## config.mk

```make
export PLATFORM = sky130hd
export DESIGN_NAME = cccd_calendar
export DESIGN_NICKNAME = d
export VERILOG_FILES = /design/src/rtl/cccd_pkg.sv /design/src/rtl/cccd_prescaler.sv /design/src/rtl/cccd_calendar.sv
export SDC_FILE = /design/constraint.sdc
export NUM_CORES = 1
export LEC_CHECK = 0
export BUFFER_PORTS_ARGS = -buffer_cell sky130_fd_sc_hd__buf_4
export CAP_MARGIN = 25
export CORE_AREA = 2 2 143 145
export DETAILED_ROUTE_END_ITERATION = 8
export DIE_AREA = 0 0 145 147
export SLEW_MARGIN = 10
export SYNTH_ARGS = -nofsm -noshare
export SYNTH_HDL_FRONTEND = slang
export SYNTH_SLANG_ARGS = --single-unit
```

## constraint.sdc

```tcl
create_clock -name clk_sys -period 3.7 [get_ports clk_sys]
set_input_delay 0.37 -clock clk_sys [delete_from_list [all_inputs] [get_ports clk_sys]]
set_output_delay 0.37 -clock clk_sys [all_outputs]
set_load 0.1 [all_outputs]
```

## src/rtl/cccd_pkg.sv

```systemverilog
// Shared constants for the calendar clock control and date block.
package cccd_pkg;

	// Clock rate and register port geometry.
	localparam int unsigned CLK_HZ = 25000000;
	localparam int unsigned ADDR_W = 4;
	localparam int unsigned DATA_W = 32;

	// Register offsets (byte addresses).
	localparam logic [ADDR_W-1:0] CALENDAR_CONTROL_OFS = 4'h0;
	localparam logic [ADDR_W-1:0] TIME_VALUE_OFS = 4'h4;
	localparam logic [ADDR_W-1:0] CALENDAR_DATE_VALUE_OFS = 4'h8;
	localparam logic [ADDR_W-1:0] ALARM_DATE_VALUE_OFS = 4'hC;

	// Control register fields.
	localparam int unsigned CTL_ON_BIT = 15;
	localparam int unsigned CTL_TSEL_LSB = 9;
	localparam int unsigned CTL_OSEL_LSB = 7;
	localparam int unsigned CTL_RUN_BIT = 6;
	localparam int unsigned CTL_UNLOCK_BIT = 3;
	localparam int unsigned CTL_HAZARD_BIT = 2;
	localparam int unsigned CTL_HALF_BIT = 1;
	localparam int unsigned CTL_OE_BIT = 0;

	// Tick source and pin output codes.
	localparam logic [1:0] TSEL_INTERNAL = 2'h0;
	localparam logic [1:0] TSEL_EXTERNAL = 2'h1;
	localparam logic [1:0] OSEL_ALARM = 2'h0;
	localparam logic [1:0] OSEL_SECOND = 2'h1;
	localparam logic [1:0] OSEL_TICK = 2'h2;

	// Time value register fields.
	localparam int unsigned SEC_LSB = 8;
	localparam int unsigned SEC_W = 7;
	localparam int unsigned MIN_LSB = 16;
	localparam int unsigned MIN_W = 7;
	localparam int unsigned HOUR_LSB = 24;
	localparam int unsigned HOUR_W = 6;

	// Date register fields.
	localparam int unsigned YEAR_LSB = 24;
	localparam int unsigned YEAR_W = 8;
	localparam int unsigned MON_LSB = 16;
	localparam int unsigned MON_W = 5;
	localparam int unsigned DAY_LSB = 8;
	localparam int unsigned DAY_W = 6;
	localparam int unsigned WDAY_LSB = 0;
	localparam int unsigned WDAY_W = 3;

	// BCD limits of the counting fields.
	localparam logic [7:0] SEC_LAST = 8'h59;
	localparam logic [7:0] MIN_LAST = 8'h59;
	localparam logic [7:0] HOUR_LAST = 8'h23;
	localparam logic [7:0] MON_LAST = 8'h12;
	localparam logic [7:0] YEAR_LAST = 8'h99;
	localparam logic [7:0] BCD_ZERO = 8'h00;
	localparam logic [7:0] BCD_ONE = 8'h01;
	localparam logic [2:0] WDAY_LAST = 3'h6;

	// Reset values.
	localparam logic [7:0] YEAR_RST = 8'h00;
	localparam logic [7:0] MON_RST = 8'h01;
	localparam logic [7:0] DAY_RST = 8'h01;
	localparam logic [2:0] WDAY_RST = 3'h0;

	// Prescaler: ticks per second for each source, and the carry window.
	localparam int unsigned PRESC_W = 15;
	localparam logic [PRESC_W-1:0] EXT_LAST = 15'h7FFF;
	localparam logic [PRESC_W-1:0] INT_LAST = 15'h7CFF;
	localparam logic [PRESC_W-1:0] HAZARD_TICKS = 15'h0020;

	// Tick running watchdog: no tick for this long means the clock stopped.
	localparam int unsigned TICK_TIMEOUT_NS = 100000;
	localparam int unsigned TICK_TIMEOUT_CYC = (TICK_TIMEOUT_NS / 1000) * (CLK_HZ / 1000000);
	localparam int unsigned TMO_W = 12;

endpackage

```

## src/rtl/cccd_prescaler.sv

```systemverilog
// Tick source selection and one-second prescaler for the calendar block.
`timescale 1ns/1ns
module cccd_prescaler (
	// Clock and reset
	input wire logic clk_sys,
	input wire logic reset,
	// Control
	input wire logic run,
	input wire logic restart,
	input wire logic [1:0] tick_select,
	// Tick sources
	input wire logic tick_external,
	input wire logic tick_internal,
	// Status
	output logic tick_level,
	output logic second_pulse,
	output logic half_second,
	output logic hazard,
	output logic running
);

	logic [cccd_pkg::PRESC_W-1:0] count_reg, count_next;
	logic [cccd_pkg::TMO_W-1:0] tmo_reg, tmo_next;
	logic prev_reg, prev_next;
	logic sec_reg, sec_next;
	logic [cccd_pkg::PRESC_W-1:0] last;
	logic tick_edge;

	always_comb begin
		tick_level = 1'b0;
		last = cccd_pkg::INT_LAST;
		case (tick_select) // [RULE_01]
			cccd_pkg::TSEL_EXTERNAL: begin
				tick_level = tick_external;
				last = cccd_pkg::EXT_LAST;
			end
			cccd_pkg::TSEL_INTERNAL: begin
				tick_level = tick_internal;
			end
			default: begin
				tick_level = 1'b0;
			end
		endcase
		tick_edge = tick_level && !prev_reg;
		prev_next = tick_level;
		count_next = count_reg;
		sec_next = 1'b0;
		if (restart) begin
			count_next = '0;
		end else if (run && tick_edge) begin
			if (count_reg >= last) begin
				count_next = '0;
				sec_next = 1'b1;
			end else begin
				count_next = count_reg + 15'h0001;
			end
		end
		if (tick_edge) begin
			tmo_next = cccd_pkg::TMO_W'(cccd_pkg::TICK_TIMEOUT_CYC);
		end else if (tmo_reg != '0) begin
			tmo_next = tmo_reg - 12'h001;
		end else begin
			tmo_next = tmo_reg;
		end
	end

	always_ff @(posedge clk_sys or posedge reset) begin
		if (reset) begin
			count_reg <= '0;
			tmo_reg <= '0;
			prev_reg <= 1'b0;
			sec_reg <= 1'b0;
		end else begin
			count_reg <= count_next;
			tmo_reg <= tmo_next;
			prev_reg <= prev_next;
			sec_reg <= sec_next;
		end
	end

	assign second_pulse = sec_reg;
	assign half_second = (count_reg > (last >> 1)); // [RULE_11]
	assign hazard = (count_reg >= (last - cccd_pkg::HAZARD_TICKS)) || sec_reg; // [RULE_09]
	assign running = (tmo_reg != '0); // [RULE_05]

endmodule

```

## src/rtl/cccd_calendar.sv

```systemverilog
// Calendar clock: control register, time and date values, alarm date and output pin.
// Functional notes
// RULE_01: Tick source select 01 picks the 32.768 kHz oscillator, 00 the internal one.
// RULE_02: Software should rewrite seconds after changing tick source to reset prescalers.
// RULE_03: Pin select 10 gives tick clock, 01 seconds clock, 00 alarm pulse.
// RULE_04: Selected signal reaches the pin only while output enable bit 0 is set.
// RULE_05: Status bit 6 reads 1 while the tick clock runs, else 0.
// RULE_06: Write unlock bit 3 permits value register writes; clear blocks them. Alarm date writes are accepted regardless of it.
// RULE_07: Unlock bit can be set only while the system unlock sequence is open.
// RULE_08: The on bit is writable only while the unlock bit is 1.
// RULE_09: Hazard bit 2 reads 1 when values may ripple during a read.
// RULE_10: While hazard is set software reads twice and trusts only matching reads.
// RULE_11: Half-second flag bit 1 reads 1 in the second half of each second.
// RULE_12: Writing the seconds field of the time register clears the half-second flag.
// RULE_13: Control register is reset only by power-on reset.
// RULE_14: Date holds year tens in bits 31-28, ones in bits 27-24.
// RULE_15: Month tens is bit 20, month ones bits 19-16.
// RULE_16: Day tens in bits 13-12, day ones in bits 11-8.
// RULE_17: Weekday in bits 2-0, values 0 to 6; unused date bits read zero.
// RULE_18: Date register accepts writes only while unlocked.
// RULE_19: Alarm date holds month, day, weekday at date positions; top byte reads zero.
// RULE_20: Each second time and date advance with BCD carry and calendar rollover.
// RULE_21: Date matching alarm date raises the alarm event and alarm pin pulse.
`timescale 1ns/1ns
module cccd_calendar (
	// Clock and resets
	input wire logic clk_sys,
	input wire logic reset,
	input wire logic sys_reset,
	// Register port
	input wire logic [cccd_pkg::ADDR_W-1:0] reg_addr,
	input wire logic [cccd_pkg::DATA_W-1:0] reg_wdata,
	input wire logic reg_write,
	input wire logic reg_read,
	output logic [cccd_pkg::DATA_W-1:0] reg_rdata,
	// System unlock sequence and tick sources
	input wire logic write_seq_enable,
	input wire logic tick_external,
	input wire logic tick_internal,
	// Pin and alarm event
	output logic calendar_pin,
	output logic alarm_irq
);

	// Two-digit BCD increment: returns {wrap, next}; wraps from last to first.
	function automatic logic [8:0] bcd2_inc(input logic [7:0] v, input logic [7:0] last,
		input logic [7:0] first);
		if (v >= last) begin
			bcd2_inc = {1'b1, first};
		end else if (v[3:0] == 4'h9) begin
			bcd2_inc = {1'b0, v[7:4] + 4'h1, 4'h0};
		end else begin
			bcd2_inc = {1'b0, v + 8'h01};
		end
	endfunction

	// Leap year test on a two-digit BCD year.
	function automatic logic is_leap(input logic [7:0] y);
		if (y[4] == 1'b0) begin
			is_leap = (y[3:0] == 4'h0) || (y[3:0] == 4'h4) || (y[3:0] == 4'h8);
		end else begin
			is_leap = (y[3:0] == 4'h2) || (y[3:0] == 4'h6);
		end
	endfunction

	// Last day of a BCD month.
	function automatic logic [7:0] month_last_day(input logic [7:0] m, input logic [7:0] y);
		case (m)
			8'h02: begin
				month_last_day = is_leap(y) ? 8'h29 : 8'h28;
			end
			8'h04, 8'h06, 8'h09, 8'h11: begin
				month_last_day = 8'h30;
			end
			default: begin
				month_last_day = 8'h31;
			end
		endcase
	endfunction

	// Control state.
	logic on_reg, on_next;
	logic [1:0] tsel_reg, tsel_next;
	logic [1:0] osel_reg, osel_next;
	logic unlock_reg, unlock_next;
	logic oe_reg, oe_next;

	// Time and date values.
	logic [7:0] sec_reg, sec_next;
	logic [7:0] min_reg, min_next;
	logic [7:0] hour_reg, hour_next;
	logic [7:0] year_reg, year_next;
	logic [7:0] month_reg, month_next;
	logic [7:0] day_reg, day_next;
	logic [2:0] wday_reg, wday_next;

	// Alarm date.
	logic [7:0] al_month_reg, al_month_next;
	logic [7:0] al_day_reg, al_day_next;
	logic [2:0] al_wday_reg, al_wday_next;

	// Outputs and alarm edge state.
	logic [cccd_pkg::DATA_W-1:0] rdata_reg, rdata_next;
	logic pin_reg, pin_next;
	logic irq_reg, irq_next;
	logic match_reg, match_next;

	// Prescaler status.
	logic tick_level, second_pulse, half_second, hazard, running;

	// Decode and step helpers.
	logic wr_ctl, wr_time, wr_date, wr_alarm;
	logic [8:0] s_step, m_step, h_step, d_step, mo_step, y_step;
	logic date_match, alarm_evt, pin_sel;
	logic [cccd_pkg::DATA_W-1:0] ctl_word, time_word, date_word, alarm_word;

	assign wr_ctl = reg_write && (reg_addr == cccd_pkg::CALENDAR_CONTROL_OFS);
	assign wr_time = reg_write && (reg_addr == cccd_pkg::TIME_VALUE_OFS) && unlock_reg; // [RULE_06]
	assign wr_date = reg_write && (reg_addr == cccd_pkg::CALENDAR_DATE_VALUE_OFS)
		&& unlock_reg; // [RULE_18]
	assign wr_alarm = reg_write && (reg_addr == cccd_pkg::ALARM_DATE_VALUE_OFS);

	// Restarting on a seconds write also clears the half-second flag.
	cccd_prescaler u_cccd_prescaler (
		.clk_sys(clk_sys),
		.reset(reset),
		.run(on_reg),
		.restart(sys_reset || wr_time), // [RULE_12]
		.tick_select(tsel_reg),
		.tick_external(tick_external),
		.tick_internal(tick_internal),
		.tick_level(tick_level),
		.second_pulse(second_pulse),
		.half_second(half_second),
		.hazard(hazard),
		.running(running)
	);

	assign s_step = bcd2_inc(sec_reg, cccd_pkg::SEC_LAST, cccd_pkg::BCD_ZERO); // [RULE_20]
	assign m_step = bcd2_inc(min_reg, cccd_pkg::MIN_LAST, cccd_pkg::BCD_ZERO);
	assign h_step = bcd2_inc(hour_reg, cccd_pkg::HOUR_LAST, cccd_pkg::BCD_ZERO);
	assign d_step = bcd2_inc(day_reg, month_last_day(month_reg, year_reg), cccd_pkg::BCD_ONE);
	assign mo_step = bcd2_inc(month_reg, cccd_pkg::MON_LAST, cccd_pkg::BCD_ONE);
	assign y_step = bcd2_inc(year_reg, cccd_pkg::YEAR_LAST, cccd_pkg::BCD_ZERO);

	assign date_match = (month_reg == al_month_reg) && (day_reg == al_day_reg)
		&& (wday_reg == al_wday_reg);
	assign alarm_evt = on_reg && date_match && !match_reg; // [RULE_21]

	always_comb begin
		ctl_word = '0;
		ctl_word[cccd_pkg::CTL_ON_BIT] = on_reg;
		ctl_word[cccd_pkg::CTL_TSEL_LSB +: 2] = tsel_reg;
		ctl_word[cccd_pkg::CTL_OSEL_LSB +: 2] = osel_reg;
		ctl_word[cccd_pkg::CTL_RUN_BIT] = running; // [RULE_05]
		ctl_word[cccd_pkg::CTL_UNLOCK_BIT] = unlock_reg;
		ctl_word[cccd_pkg::CTL_HAZARD_BIT] = hazard; // [RULE_09]
		ctl_word[cccd_pkg::CTL_HALF_BIT] = half_second; // [RULE_11]
		ctl_word[cccd_pkg::CTL_OE_BIT] = oe_reg;
		time_word = '0;
		time_word[cccd_pkg::SEC_LSB +: cccd_pkg::SEC_W] = sec_reg[cccd_pkg::SEC_W-1:0];
		time_word[cccd_pkg::MIN_LSB +: cccd_pkg::MIN_W] = min_reg[cccd_pkg::MIN_W-1:0];
		time_word[cccd_pkg::HOUR_LSB +: cccd_pkg::HOUR_W] = hour_reg[cccd_pkg::HOUR_W-1:0];
		date_word = '0; // [RULE_17]
		date_word[cccd_pkg::YEAR_LSB +: cccd_pkg::YEAR_W] = year_reg; // [RULE_14]
		date_word[cccd_pkg::MON_LSB +: cccd_pkg::MON_W] = month_reg[cccd_pkg::MON_W-1:0]; // [RULE_15]
		date_word[cccd_pkg::DAY_LSB +: cccd_pkg::DAY_W] = day_reg[cccd_pkg::DAY_W-1:0]; // [RULE_16]
		date_word[cccd_pkg::WDAY_LSB +: cccd_pkg::WDAY_W] = wday_reg; // [RULE_17]
		alarm_word = '0; // [RULE_19]
		alarm_word[cccd_pkg::MON_LSB +: cccd_pkg::MON_W] = al_month_reg[cccd_pkg::MON_W-1:0];
		alarm_word[cccd_pkg::DAY_LSB +: cccd_pkg::DAY_W] = al_day_reg[cccd_pkg::DAY_W-1:0];
		alarm_word[cccd_pkg::WDAY_LSB +: cccd_pkg::WDAY_W] = al_wday_reg;
	end

	// Control register next state.
	always_comb begin
		on_next = on_reg;
		tsel_next = tsel_reg;
		osel_next = osel_reg;
		unlock_next = unlock_reg;
		oe_next = oe_reg;
		if (wr_ctl) begin
			tsel_next = reg_wdata[cccd_pkg::CTL_TSEL_LSB +: 2];
			osel_next = reg_wdata[cccd_pkg::CTL_OSEL_LSB +: 2];
			oe_next = reg_wdata[cccd_pkg::CTL_OE_BIT];
			if (!reg_wdata[cccd_pkg::CTL_UNLOCK_BIT] || write_seq_enable) begin
				unlock_next = reg_wdata[cccd_pkg::CTL_UNLOCK_BIT]; // [RULE_07]
			end
			if (unlock_reg) begin
				on_next = reg_wdata[cccd_pkg::CTL_ON_BIT]; // [RULE_08]
			end
		end
	end

	// Only power-on reset touches the control register.
	always_ff @(posedge clk_sys or posedge reset) begin
		if (reset) begin // [RULE_13]
			on_reg <= 1'b0;
			tsel_reg <= cccd_pkg::TSEL_INTERNAL;
			osel_reg <= cccd_pkg::OSEL_ALARM;
			unlock_reg <= 1'b0;
			oe_reg <= 1'b0;
		end else begin
			on_reg <= on_next;
			tsel_reg <= tsel_next;
			osel_reg <= osel_next;
			unlock_reg <= unlock_next;
			oe_reg <= oe_next;
		end
	end

	// Value register next state: software writes win over the second tick.
	always_comb begin
		sec_next = sec_reg;
		min_next = min_reg;
		hour_next = hour_reg;
		year_next = year_reg;
		month_next = month_reg;
		day_next = day_reg;
		wday_next = wday_reg;
		al_month_next = al_month_reg;
		al_day_next = al_day_reg;
		al_wday_next = al_wday_reg;
		if (second_pulse && on_reg) begin // [RULE_20]
			sec_next = s_step[7:0];
			if (s_step[8]) begin
				min_next = m_step[7:0];
				if (m_step[8]) begin
					hour_next = h_step[7:0];
					if (h_step[8]) begin
						day_next = d_step[7:0];
						wday_next = (wday_reg >= cccd_pkg::WDAY_LAST) ? 3'h0 : wday_reg + 3'h1;
						if (d_step[8]) begin
							month_next = mo_step[7:0];
							if (mo_step[8]) begin
								year_next = y_step[7:0];
							end
						end
					end
				end
			end
		end
		if (wr_time) begin // [RULE_06]
			sec_next = {1'b0, reg_wdata[cccd_pkg::SEC_LSB +: cccd_pkg::SEC_W]};
			min_next = {1'b0, reg_wdata[cccd_pkg::MIN_LSB +: cccd_pkg::MIN_W]};
			hour_next = {2'b00, reg_wdata[cccd_pkg::HOUR_LSB +: cccd_pkg::HOUR_W]};
		end
		if (wr_date) begin // [RULE_18]
			year_next = reg_wdata[cccd_pkg::YEAR_LSB +: cccd_pkg::YEAR_W];
			month_next = {3'b000, reg_wdata[cccd_pkg::MON_LSB +: cccd_pkg::MON_W]};
			day_next = {2'b00, reg_wdata[cccd_pkg::DAY_LSB +: cccd_pkg::DAY_W]};
			wday_next = reg_wdata[cccd_pkg::WDAY_LSB +: cccd_pkg::WDAY_W];
		end
		if (wr_alarm) begin // [RULE_19]
			al_month_next = {3'b000, reg_wdata[cccd_pkg::MON_LSB +: cccd_pkg::MON_W]};
			al_day_next = {2'b00, reg_wdata[cccd_pkg::DAY_LSB +: cccd_pkg::DAY_W]};
			al_wday_next = reg_wdata[cccd_pkg::WDAY_LSB +: cccd_pkg::WDAY_W];
		end
	end

	always_ff @(posedge clk_sys or posedge reset) begin
		if (reset) begin
			sec_reg <= cccd_pkg::BCD_ZERO;
			min_reg <= cccd_pkg::BCD_ZERO;
			hour_reg <= cccd_pkg::BCD_ZERO;
			year_reg <= cccd_pkg::YEAR_RST;
			month_reg <= cccd_pkg::MON_RST;
			day_reg <= cccd_pkg::DAY_RST;
			wday_reg <= cccd_pkg::WDAY_RST;
			al_month_reg <= cccd_pkg::MON_RST;
			al_day_reg <= cccd_pkg::DAY_RST;
			al_wday_reg <= cccd_pkg::WDAY_RST;
		end else begin
			sec_reg <= sec_next;
			min_reg <= min_next;
			hour_reg <= hour_next;
			year_reg <= year_next;
			month_reg <= month_next;
			day_reg <= day_next;
			wday_reg <= wday_next;
			al_month_reg <= al_month_next;
			al_day_reg <= al_day_next;
			al_wday_reg <= al_wday_next;
		end
	end

	// Read data, pin and alarm event next state.
	always_comb begin
		rdata_next = '0;
		if (reg_read) begin
			case (reg_addr)
				cccd_pkg::CALENDAR_CONTROL_OFS: begin
					rdata_next = ctl_word;
				end
				cccd_pkg::TIME_VALUE_OFS: begin
					rdata_next = time_word;
				end
				cccd_pkg::CALENDAR_DATE_VALUE_OFS: begin
					rdata_next = date_word;
				end
				cccd_pkg::ALARM_DATE_VALUE_OFS: begin
					rdata_next = alarm_word;
				end
				default: begin
					rdata_next = '0;
				end
			endcase
		end
		case (osel_reg) // [RULE_03]
			cccd_pkg::OSEL_TICK: begin
				pin_sel = tick_level;
			end
			cccd_pkg::OSEL_SECOND: begin
				pin_sel = !half_second;
			end
			cccd_pkg::OSEL_ALARM: begin
				pin_sel = alarm_evt;
			end
			default: begin
				pin_sel = 1'b0;
			end
		endcase
		pin_next = oe_reg && pin_sel; // [RULE_04]
		irq_next = alarm_evt; // [RULE_21]
		match_next = on_reg && date_match;
		if (sys_reset) begin
			rdata_next = '0;
			pin_next = 1'b0;
			irq_next = 1'b0;
			match_next = 1'b0;
		end
	end

	always_ff @(posedge clk_sys or posedge reset) begin
		if (reset) begin
			rdata_reg <= '0;
			pin_reg <= 1'b0;
			irq_reg <= 1'b0;
			match_reg <= 1'b0;
		end else begin
			rdata_reg <= rdata_next;
			pin_reg <= pin_next;
			irq_reg <= irq_next;
			match_reg <= match_next;
		end
	end

	assign reg_rdata = rdata_reg;
	assign calendar_pin = pin_reg;
	assign alarm_irq = irq_reg;

endmodule

```

After elaboration in Yosys (flattened, before gate mapping)
Index checks and enable logic that the tools add are counted.
- add/sub/neg operators: 16
- magnitude comparators: 10
- equal/unequal tests: 24
- multiplexer cells: 66
- reductions and logical operators: 48
- operator list (kind ; count):
    8-bit 2-to-1 mux ; 34
    32-bit one-hot mux with 4 select lines ; 1
    32-bit 2-to-1 mux ; 2
    8-bit by 1-bit adder with 8-bit output (second input constant) ; 6
    15-bit 2-to-1 mux ; 3
    9-bit 2-to-1 mux ; 5
    4-bit == test (second input constant) ; 9
    15-bit >= comparator ; 2
    4-bit by 1-bit adder with 4-bit output (second input constant) ; 6
    12-bit 2-to-1 mux ; 2
    2-bit nonzero test ; 11
    3-bit 2-to-1 mux ; 6
    8-bit by 3-bit == test with 1-bit output (second input constant) ; 2
    8-bit by 7-bit >= comparator with 1-bit output (second input constant) ; 2
    15-bit by 1-bit adder with 15-bit output (second input constant) ; 1
    15-bit by 14-bit > comparator with 1-bit output ; 1
    15-bit by 6-bit subtractor with 15-bit output (second input constant) ; 1
    1-bit logical AND ; 14
    4-bit by 3-bit == test with 1-bit output (second input constant) ; 3
    12-bit nonzero test ; 1
    12-bit by 1-bit subtractor with 12-bit output (second input constant) ; 1
    10-bit 2-to-1 mux ; 1
    5-bit one-hot mux with 2 select lines ; 1
    1-bit 2-to-1 mux ; 9
    other kinds (27) ; 40
- flip-flop bits (word level): 136
- input bits: 44

Depth between registers and ports, before layout
Gate-level depths: netlist of the first run.
- depth in word-level cells: 15
- depth in mapped cells: 13
- mapped depth without buffers: 11

By module
Synthesis of the first run repeated with hierarchy kept, for this count alone.
- cell total of the unflattened synthesis: 834
- area, all modules: 7790.0 um^2
- modules (own cells, without submodules) (module ; instances ; cells an instance ; area each (um^2) ; seq. area each (um^2)):
    cccd_calendar ; 1 ; 640 ; 6063.3 ; 2607.5
    cccd_prescaler ; 1 ; 194 ; 1726.7 ; 725.7

Worst setup path after synthesis of the first run
Ideal clock, no wire load.
- path type: register to register
- start: register month_reg[0]
- end: register month_reg[1]
- arrival time: 2.836 ns
- data required time: 3.575 ns
- path slack: 0.739 ns
- cell stages (with the launch flop): 13
- buffers on the path: 2
- clock period less this slack: 2.961 ns
- cells stage by stage: dfstp_2 clkbuf_1 nor2_1 a32o_1 a32o_1 a21oi_1 ha_1 nor4b_1 o221a_2 and2_1 buf_2 a21oi_2 mux2_2
- longest elaborated chain between the ends: 9
- ends and longest elaborated chain (element ; RTL line ; text):
    start: declaration ; cccd_calendar.sv:93 ; logic [7:0] month_reg, month_next;
    start signal: assignment ; cccd_calendar.sv:267 ; month_reg <= cccd_pkg::MON_RST;
    start signal: assignment ; cccd_calendar.sv:278 ; month_reg <= month_next;
    branches (longest 9 deep; another with 8-bit >= comparator) ; -- ;
Several ways; the timed one is not identified. The select of a mux whose other input is x is not followed.
A chain may end at the register's enable or synchronous reset.

Worst setup path in the final report of the first run
- start: register month_reg[0]
- end: register month_reg[3]
The elaborated chain is that of the path after synthesis.

==> results of run 1 <==
[per-layer routing]
layer  share of wire  track usage
met1            0.49        0.298
met2            0.45        0.306
met3           0.046       0.0304
met4           0.013       0.0569
met5               0            0
[per-stage QoR]
step           worst slack, ns  power (W)  instances
5_1_grt                  0.373    0.00449       1148
6_report                 0.705    0.00427       1148
4_1_cts                  0.696    0.00430       1148
3_5_place_dp             0.735    0.00259       1116
2_1_floorplan            0.739    0.00236        810
3_3_place_gp             0.716    0.00258       1116
[worst max-delay path, cell delays in order, from the launching register on]
cell and delay [ns]:
dfstp_2 0.69, nor2_1 0.10, a32o_1 0.22, a32o_1 0.20, a21oi_1 0.16, ha_1 0.15
nor4b_1 0.05, o221a_2 0.33, and2_1 0.18, a21oi_2 0.39, mux2_2 0.39
[placed cells by master (no fill, tap or decap), drive strengths merged, types with 8 or more instances in the layout]
| cell type | count |
|---|---|
| dfrtp | 129 |
| buf | 85 |
| nor2 | 73 |
| nand2 | 70 |
| a21oi | 48 |
| inv | 35 |
| o21ai | 32 |
| mux2 | 28 |
| nand3 | 26 |
| ha | 26 |
| xnor2 | 25 |
| nor3 | 20 |
| nand4 | 19 |
| clkbuf | 18 |
| xor2 | 16 |
| mux2i | 15 |
| a22oi | 15 |
| and3 | 12 |
| nor2b | 11 |
| a222oi | 11 |
| o31ai | 10 |
| o2bb2ai | 10 |
| and2 | 9 |
| o211ai | 8 |
[final timing paths]
path | end | slack [ns] | cells after the start
hold reg to reg | alarm_irq | 0.44 | 1
setup reg to reg | month_reg[3] | 0.71 | 10
setup / recovery | month_reg[3] | 0.71 | 10
min in group clk_sys | wday_reg[1] | 0.16 | 3
hold / removal | year_reg[5] | 0.1 | 3
max in group asynchronous | day_reg[0] | 3.18 | 3
[kinds of logic after synthesis]
family | Yosys count
compound gates | 201
other cells | 1
buf+inv | 81
mux | 43
flops | 133
xor+xnor | 41
simple gates | 282
fa+ha+maj | 26
[layout make-up]
| cell class | count | area [µm²] |
|---|---|---|
| fill | 1908 | 10700 |
| multi-input combinational | 596 | 4100 |
| sequential | 133 | 3330 |
| timing repair buffer | 85 | 651 |
| clock buffer | 18 | 429 |
| tap | 270 | 338 |
| clock inverter | 14 | 151 |
| inverter | 32 | 124 |
[power breakdown]
group	switching (W)	internal, W	total, W
sequential	0.000232	0.00161	0.00185
clock	0.000693	0.000998	0.00169
combinational	0.000391	0.000337	0.000727
total	0.00132	0.00295	0.00427
==> flow_metrics.py, run 1 <==
metrics = {
    "routing": {
        "routed_wl_um": 20900,
        "route.detailed.drc": 0,
        "via_per_inst": 5.65,
        "ant_nets": 0,
        "vias": 6489,
        "dr.pass1.iters": 7,
        "drt-initial-drc-count": 478,
        "wl_per_cell_um": 18.2,
    },
    "synthesis": {
        "yosys.area.top_type_share": 0.417,
        "synthAdderAreaFrac": 0.0421,
        "ys.flop_type": "dfrtp_1",
        "ys_ff_latch": 133,
        "synth_compound_area_frac": 0.188,
        "ys_async_sr_fraction": 1.00,
        "synth_enable_flop_cells": 0,
        "synth_area_leaders": "dfrtp_1 (42%), ha_1 (4.2%), mux2_2 (3.8%)",
        "synth_common_cells": "dfrtp_1 (129), nor2_1 (71), nand2_1 (70)",
        "synth-seq-area-share": 0.431,
        "yosysWarnings": 0,
        "syn_area_per_cell_um2": 9.57,
        "yosys.area.top_type": "dfrtp_1",
        "yosys.cell_count.top_type": "dfrtp_1",
        "synthDistinctLibCells": 77,
        "synth_top_family_by_area": "simple AND/OR/NAND/NOR gates",
        "netlist_instances": 808,
        "syn_area_um2": 7740,
        "synthSimpleGateAreaFrac": 0.189,
        "synth-xor-area-share": 0.0464,
        "synthMuxAreaShare": 0.0602,
    },
    "clocking": {
        "cts.sinks": 133,
        "post_cts_resized": 0,
        "cts_root_buf": "clkbuf_16",
        "cts_hold_buf": 0,
        "clk_latency_ns": 0.44,
        "clk_pin_slew_worst_paths_ns": 0.06,
        "cts_tree": "yes",
        "ctsHtreeMaxLevel": 4,
        "post_cts_buffers": 0,
        "cts_buffer_depth": 2,
        "cts_buffers": 17,
    },
    "global_routing": {
        "grt_antenna_before_repair": 0,
        "grt_max_degree": 94,
        "grt_usage": 0.201,
        "grt_first_pass_wirelength_um": 34000,
        "grt_pass1_vias": 6210,
        "overflow": 0,
    },
    "cells_and_area": {
        "final_core_util": 0.460,
        "drive_gt1_frac": 0.188,
        "final_nets": 935,
        "num_antenna_cells": 0,
        "final_area_um2": 9120,
        "largest_reg_flops": 29,
        "syn_to_final_growth_pct": 17.9,
    },
    "setup_path": {
        "worstSetupPathType": "reg -> reg",
        "setup.worst_path.end_class": "flop",
        "r2r_start": "month_reg[0]",
        "crit_path_max_fanout": 13,
        "startpoint": "month_reg[0]",
        "worstPathRequired_ns": 4.01,
        "arrival_ns": 3.31,
        "worst_setup_path_start_kind": "flop",
    },
    "power_and_ir_drop": {
        "ir_drop_v": 0.000348,
        "p_leak_nw": 3.84,
        "powerDensity_nw_per_um2": 468,
    },
    "timing": {
        "grt_setup_unrepaired": "no",
        "period_needed_ns": 2.99,
        "hold_viol_final": 0,
        "min_period_over_period": 0.809,
        "skew_ns": 0.0137,
        "worst_pin_slew_ns": 0.827,
        "drv_slew": 0,
        "slew_headroom": 0.447,
        "setup_viol": 0,
        "timing.hold.ws_ns": 0.0985,
        "fin_tns_setup_ns": 0,
        "clock.fmax_mhz": 334,
    },
    "floorplan": {
        "initial_core_util": 0.390,
        "core_area_um2": 19800,
        "die_y_um": 147,
        "ios": 78,
        "die_x_um": 145,
        "die_area_um2": 21300,
        "placementRows": 52,
    },
    "placement": {
        "placed_area_um2": 8540,
        "hpwlAfterDp_um": 14800,
        "io_buffer_count": 70,
        "gp_congestion": 0.888,
    },
    "worst_hold_path": {
        "min_path_type": "in -> async",
    },
    "run_status": {
        "status": "finished clean",
    },
    "flow_run": {
        "maxCapViolCount": 0,
    },
}
No activity file was read; power rests on OpenSTA's default activity.
==> run 2, diff against run 1 <==
--- a/config.mk
+++ b/config.mk
@@ -5,11 +5,12 @@
 export SDC_FILE = /design/constraint.sdc
 export NUM_CORES = 1
 export LEC_CHECK = 0
+export ABC_AREA = 1
 export BUFFER_PORTS_ARGS = -buffer_cell sky130_fd_sc_hd__buf_4
 export CAP_MARGIN = 25
-export CORE_AREA = 2 2 143 145
+export CORE_AREA = 2 2 145 147
 export DETAILED_ROUTE_END_ITERATION = 8
-export DIE_AREA = 0 0 145 147
+export DIE_AREA = 0 0 147 149
 export SLEW_MARGIN = 10
 export SYNTH_ARGS = -nofsm -noshare
 export SYNTH_HDL_FRONTEND = slang
==> constraint.sdc (replaced) <==
create_clock -name clk_sys -period 2.87 [get_ports clk_sys]
set_input_delay 0.287 -clock clk_sys [delete_from_list [all_inputs] [get_ports clk_sys]]
set_output_delay 0.287 -clock clk_sys [all_outputs]
set_load 0.1 [all_outputs]
==> run 2 against run 1 <==
Effect of this change:
- synthesized cell count grew 37%
- sequential cell count is the same
- wire length grew 1.2%
- count of clock-buffer cells in the layout grew 1
- via count grew 11%
- critical path type unchanged
- non-clock buffer count shrank 3
- first-iteration DRC count shrank 13%
- clock skew shrank 0.0068 ns
- synthesized area grew 3.1%
- combinational power grew 23%
==> flow_metrics.py, run 2 <==
metrics = {
    "setup_path": {
        "rr_worst_depth": 15,
        "crit_cells": 15,
        "worst_setup_path_start_kind": "flop",
        "setup.worst_path.end_class": "flop",
        "worstSetupPathType": "reg -> reg",
        "crit_path_max_fanout": 7,
        "cp.buffers_inverters": 1,
        "r2r_start": "month_reg[0]",
        "r2r_slack_ns": 0.29,
        "arrival_ns": 2.95,
        "crit_slowest_cell": "dfstp_2",
        "max_stage_delay_ns": 0.58,
        "startpoint": "month_reg[0]",
        "endpoint": "year_reg[4]",
        "crit_chain": "inv_1 > nor2_1 > nand3_1 > o31a_1 > o21ai_1 > a21oi_1 > ha_1 > nand2_1 > nor2_1 > nand2_1 > nand4_1 > nand2_4 > nor2_4 > nand2_1 > nand2_1",
        "r2r-end": "year_reg[4]",
        "worstPathRequired_ns": 3.23,
        "crit_family": "simple AND/OR/NAND/NOR gates",
        "cpMostUsedCell": "nand2_1",
    },
    "timing": {
        "min_period_over_period": 0.900,
        "skew_ns": 0.00692,
        "worst_pin_slew_ns": 0.906,
        "fin_tns_setup_ns": 0,
        "clock.fmax_mhz": 387,
        "setup_slack_ns": 0.287,
        "slew_headroom": 0.394,
        "grt_setup_unrepaired": "no",
        "hold_viol_final": 0,
        "period_needed_ns": 2.58,
        "setup_viol": 0,
        "drv_slew": 0,
    },
    "cells_and_area": {
        "mostFrequentLayoutCell": "nand2_1",
        "syn_to_final_growth_pct": 18.6,
        "instances_no_fill": 1479,
        "seqCellArea_um2": 3330,
        "fill_cells": 2105,
        "layout_common_cells": "nand2_1 (334), inv_1 (166), dfrtp_1 (129)",
        "num_antenna_cells": 0,
        "multi_input_area_um2": 3860,
        "final_nets": 1261,
        "drive_gt1_frac": 0.125,
        "largest_reg_flops": 29,
    },
    "synthesis": {
        "ys.flop_type": "dfrtp_1",
        "synth_common_cells": "nand2_1 (334), inv_1 (167), dfrtp_1 (129)",
        "synth-seq-area-share": 0.418,
        "syn_area_um2": 7970,
        "synth_area_leaders": "dfrtp_1 (40%), nand2_1 (16%), inv_1 (7.9%)",
        "ys_ff_latch": 133,
        "synth_enable_flop_cells": 0,
        "syn_area_per_cell_um2": 7.20,
        "yosys.area.top_type": "dfrtp_1",
        "synthDistinctLibCells": 44,
        "ys_async_sr_fraction": 1.00,
        "yosysWarnings": 0,
        "yosys.area.top_type_share": 0.405,
        "yosys.cell_count.top_type": "nand2_1",
        "netlist_instances": 1108,
    },
    "floorplan": {
        "core_area_um2": 20600,
        "placementRows": 53,
        "die_x_um": 147,
        "die_y_um": 149,
        "initial_core_util": 0.388,
        "die_area_um2": 21900,
        "ios": 78,
    },
    "routing": {
        "via_per_inst": 4.88,
        "wl_per_cell_um": 14.3,
        "vias": 7215,
        "route.detailed.drc": 0,
        "dr.pass1.iters": 5,
        "routed_wl_um": 21200,
        "ant_nets": 0,
        "drt-initial-drc-count": 415,
    },
    "worst_hold_path": {
        "hp-start": "sys_reset",
        "min_path_type": "in -> reg",
    },
    "power_and_ir_drop": {
        "powerDensity_nw_per_um2": 571,
        "p_leak_nw": 5.13,
        "ir_drop_v": 0.000396,
    },
    "global_routing": {
        "grt_pass1_vias": 6844,
        "grt_first_pass_wirelength_um": 34700,
        "overflow": 0,
        "grt_max_degree": 40,
        "grt_antenna_before_repair": 0,
        "grt_usage": 0.202,
    },
    "placement": {
        "gp_congestion": 0.888,
        "io_buffer_count": 70,
        "place_inst": 1446,
        "dp_slack_ns": 0.149,
        "hpwlAfterDp_um": 16100,
    },
    "clocking": {
        "clk_latency_ns": 0.43,
        "cts_root_buf": "clkbuf_16",
        "clk_pin_slew_worst_paths_ns": 0.06,
        "post_cts_buffers": 0,
        "cts_tree": "yes",
        "cts.sinks": 133,
        "cts_buffers": 17,
        "cts_buffer_depth": 2,
        "ctsHtreeMaxLevel": 4,
    },
    "run_status": {
        "status": "finished clean",
    },
    "flow_run": {
        "maxCapViolCount": 0,
    },
}
-- run 2: cell types whose count changed after synthesis, moves of 15 or more --
cell	before	now
inv_1	32	167
clkbuf_1	33	8
nand2_1	70	334
o22ai_1	3	24
o21ai_0	29	69
nand3_1	26	71
a21oi_1	46	25
xnor2_1	25	6
mux2_2	26	0
mux2i_1	15	0
nor2_1	71	119
-- run 2: final cells by class --
cell class | instances | share of cell area
Clock inverter | 13 | 0.0181
Inverter | 179 | 0.0714
Tap cell | 275 | 0.0364
Multi-Input combinational cell | 778 | 0.408
Clock buffer | 19 | 0.0468
Sequential cell | 133 | 0.352
Timing Repair Buffer | 82 | 0.0667
-- run 2: cells by family after synthesis --
| group | after synthesis | share of synthesized area |
|---|---|---|
| compound gates | 152 | 0.109 |
| xor+xnor | 16 | 0.0176 |
| fa+ha+maj | 26 | 0.0408 |
| buf+inv | 199 | 0.0996 |
| flops | 133 | 0.418 |
| other cells | 1 | 0.000470 |
| simple gates | 581 | 0.314 |
-- run 2: metrics by stage --
stage	utilization	hold slack, ns	instance area [µm²]	total power (W)
final	0.460	0.0461	9460	0.00540
after global routing	0.460	0.0395	9460	0.00570
after CTS	0.460	0.0319	9450	0.00545
after detailed placement	0.429	0.421	8830	0.00314
after global placement	0.429	0.428	8830	0.00312
after floorplan	-	0.353	7990	0.00288
-- run 2: how the worst min path moves through the flow --
stage | endpoint | slack, ns | depth (start not counted)
2_1_floorplan | match_reg | 0.35 | 1
3_3_place_gp | alarm_irq | 0.43 | 1
3_5_place_dp | alarm_irq | 0.42 | 1
4_1_cts | match_reg | 0.03 | 2
5_1_grt | match_reg | 0.04 | 2
6_report | match_reg | 0.05 | 2
-- run 2: per-layer routing --
layer / vias up / routed length [µm] / GRT usage
li1: 3687 / - / -
met1: 3323 / 10300 / 0.283
met2: 178 / 9370 / 0.314
met3: 27 / 1180 / 0.0462
met4: 0 / 304 / 0.0611
met5: - / 0 / 0
-- run 2: power breakdown --
part | internal, W | switching [W]
combinational | 0.000317 | 0.000576
clock | 0.00140 | 0.000889
sequential | 0.00205 | 0.000168
-- run 2: timing repair --
item,in CTS,in global routing
endpoints found under the hold margin,4,0
setup endpoints to repair,0,13
resized for setup,0,2
hold buffers,1,0
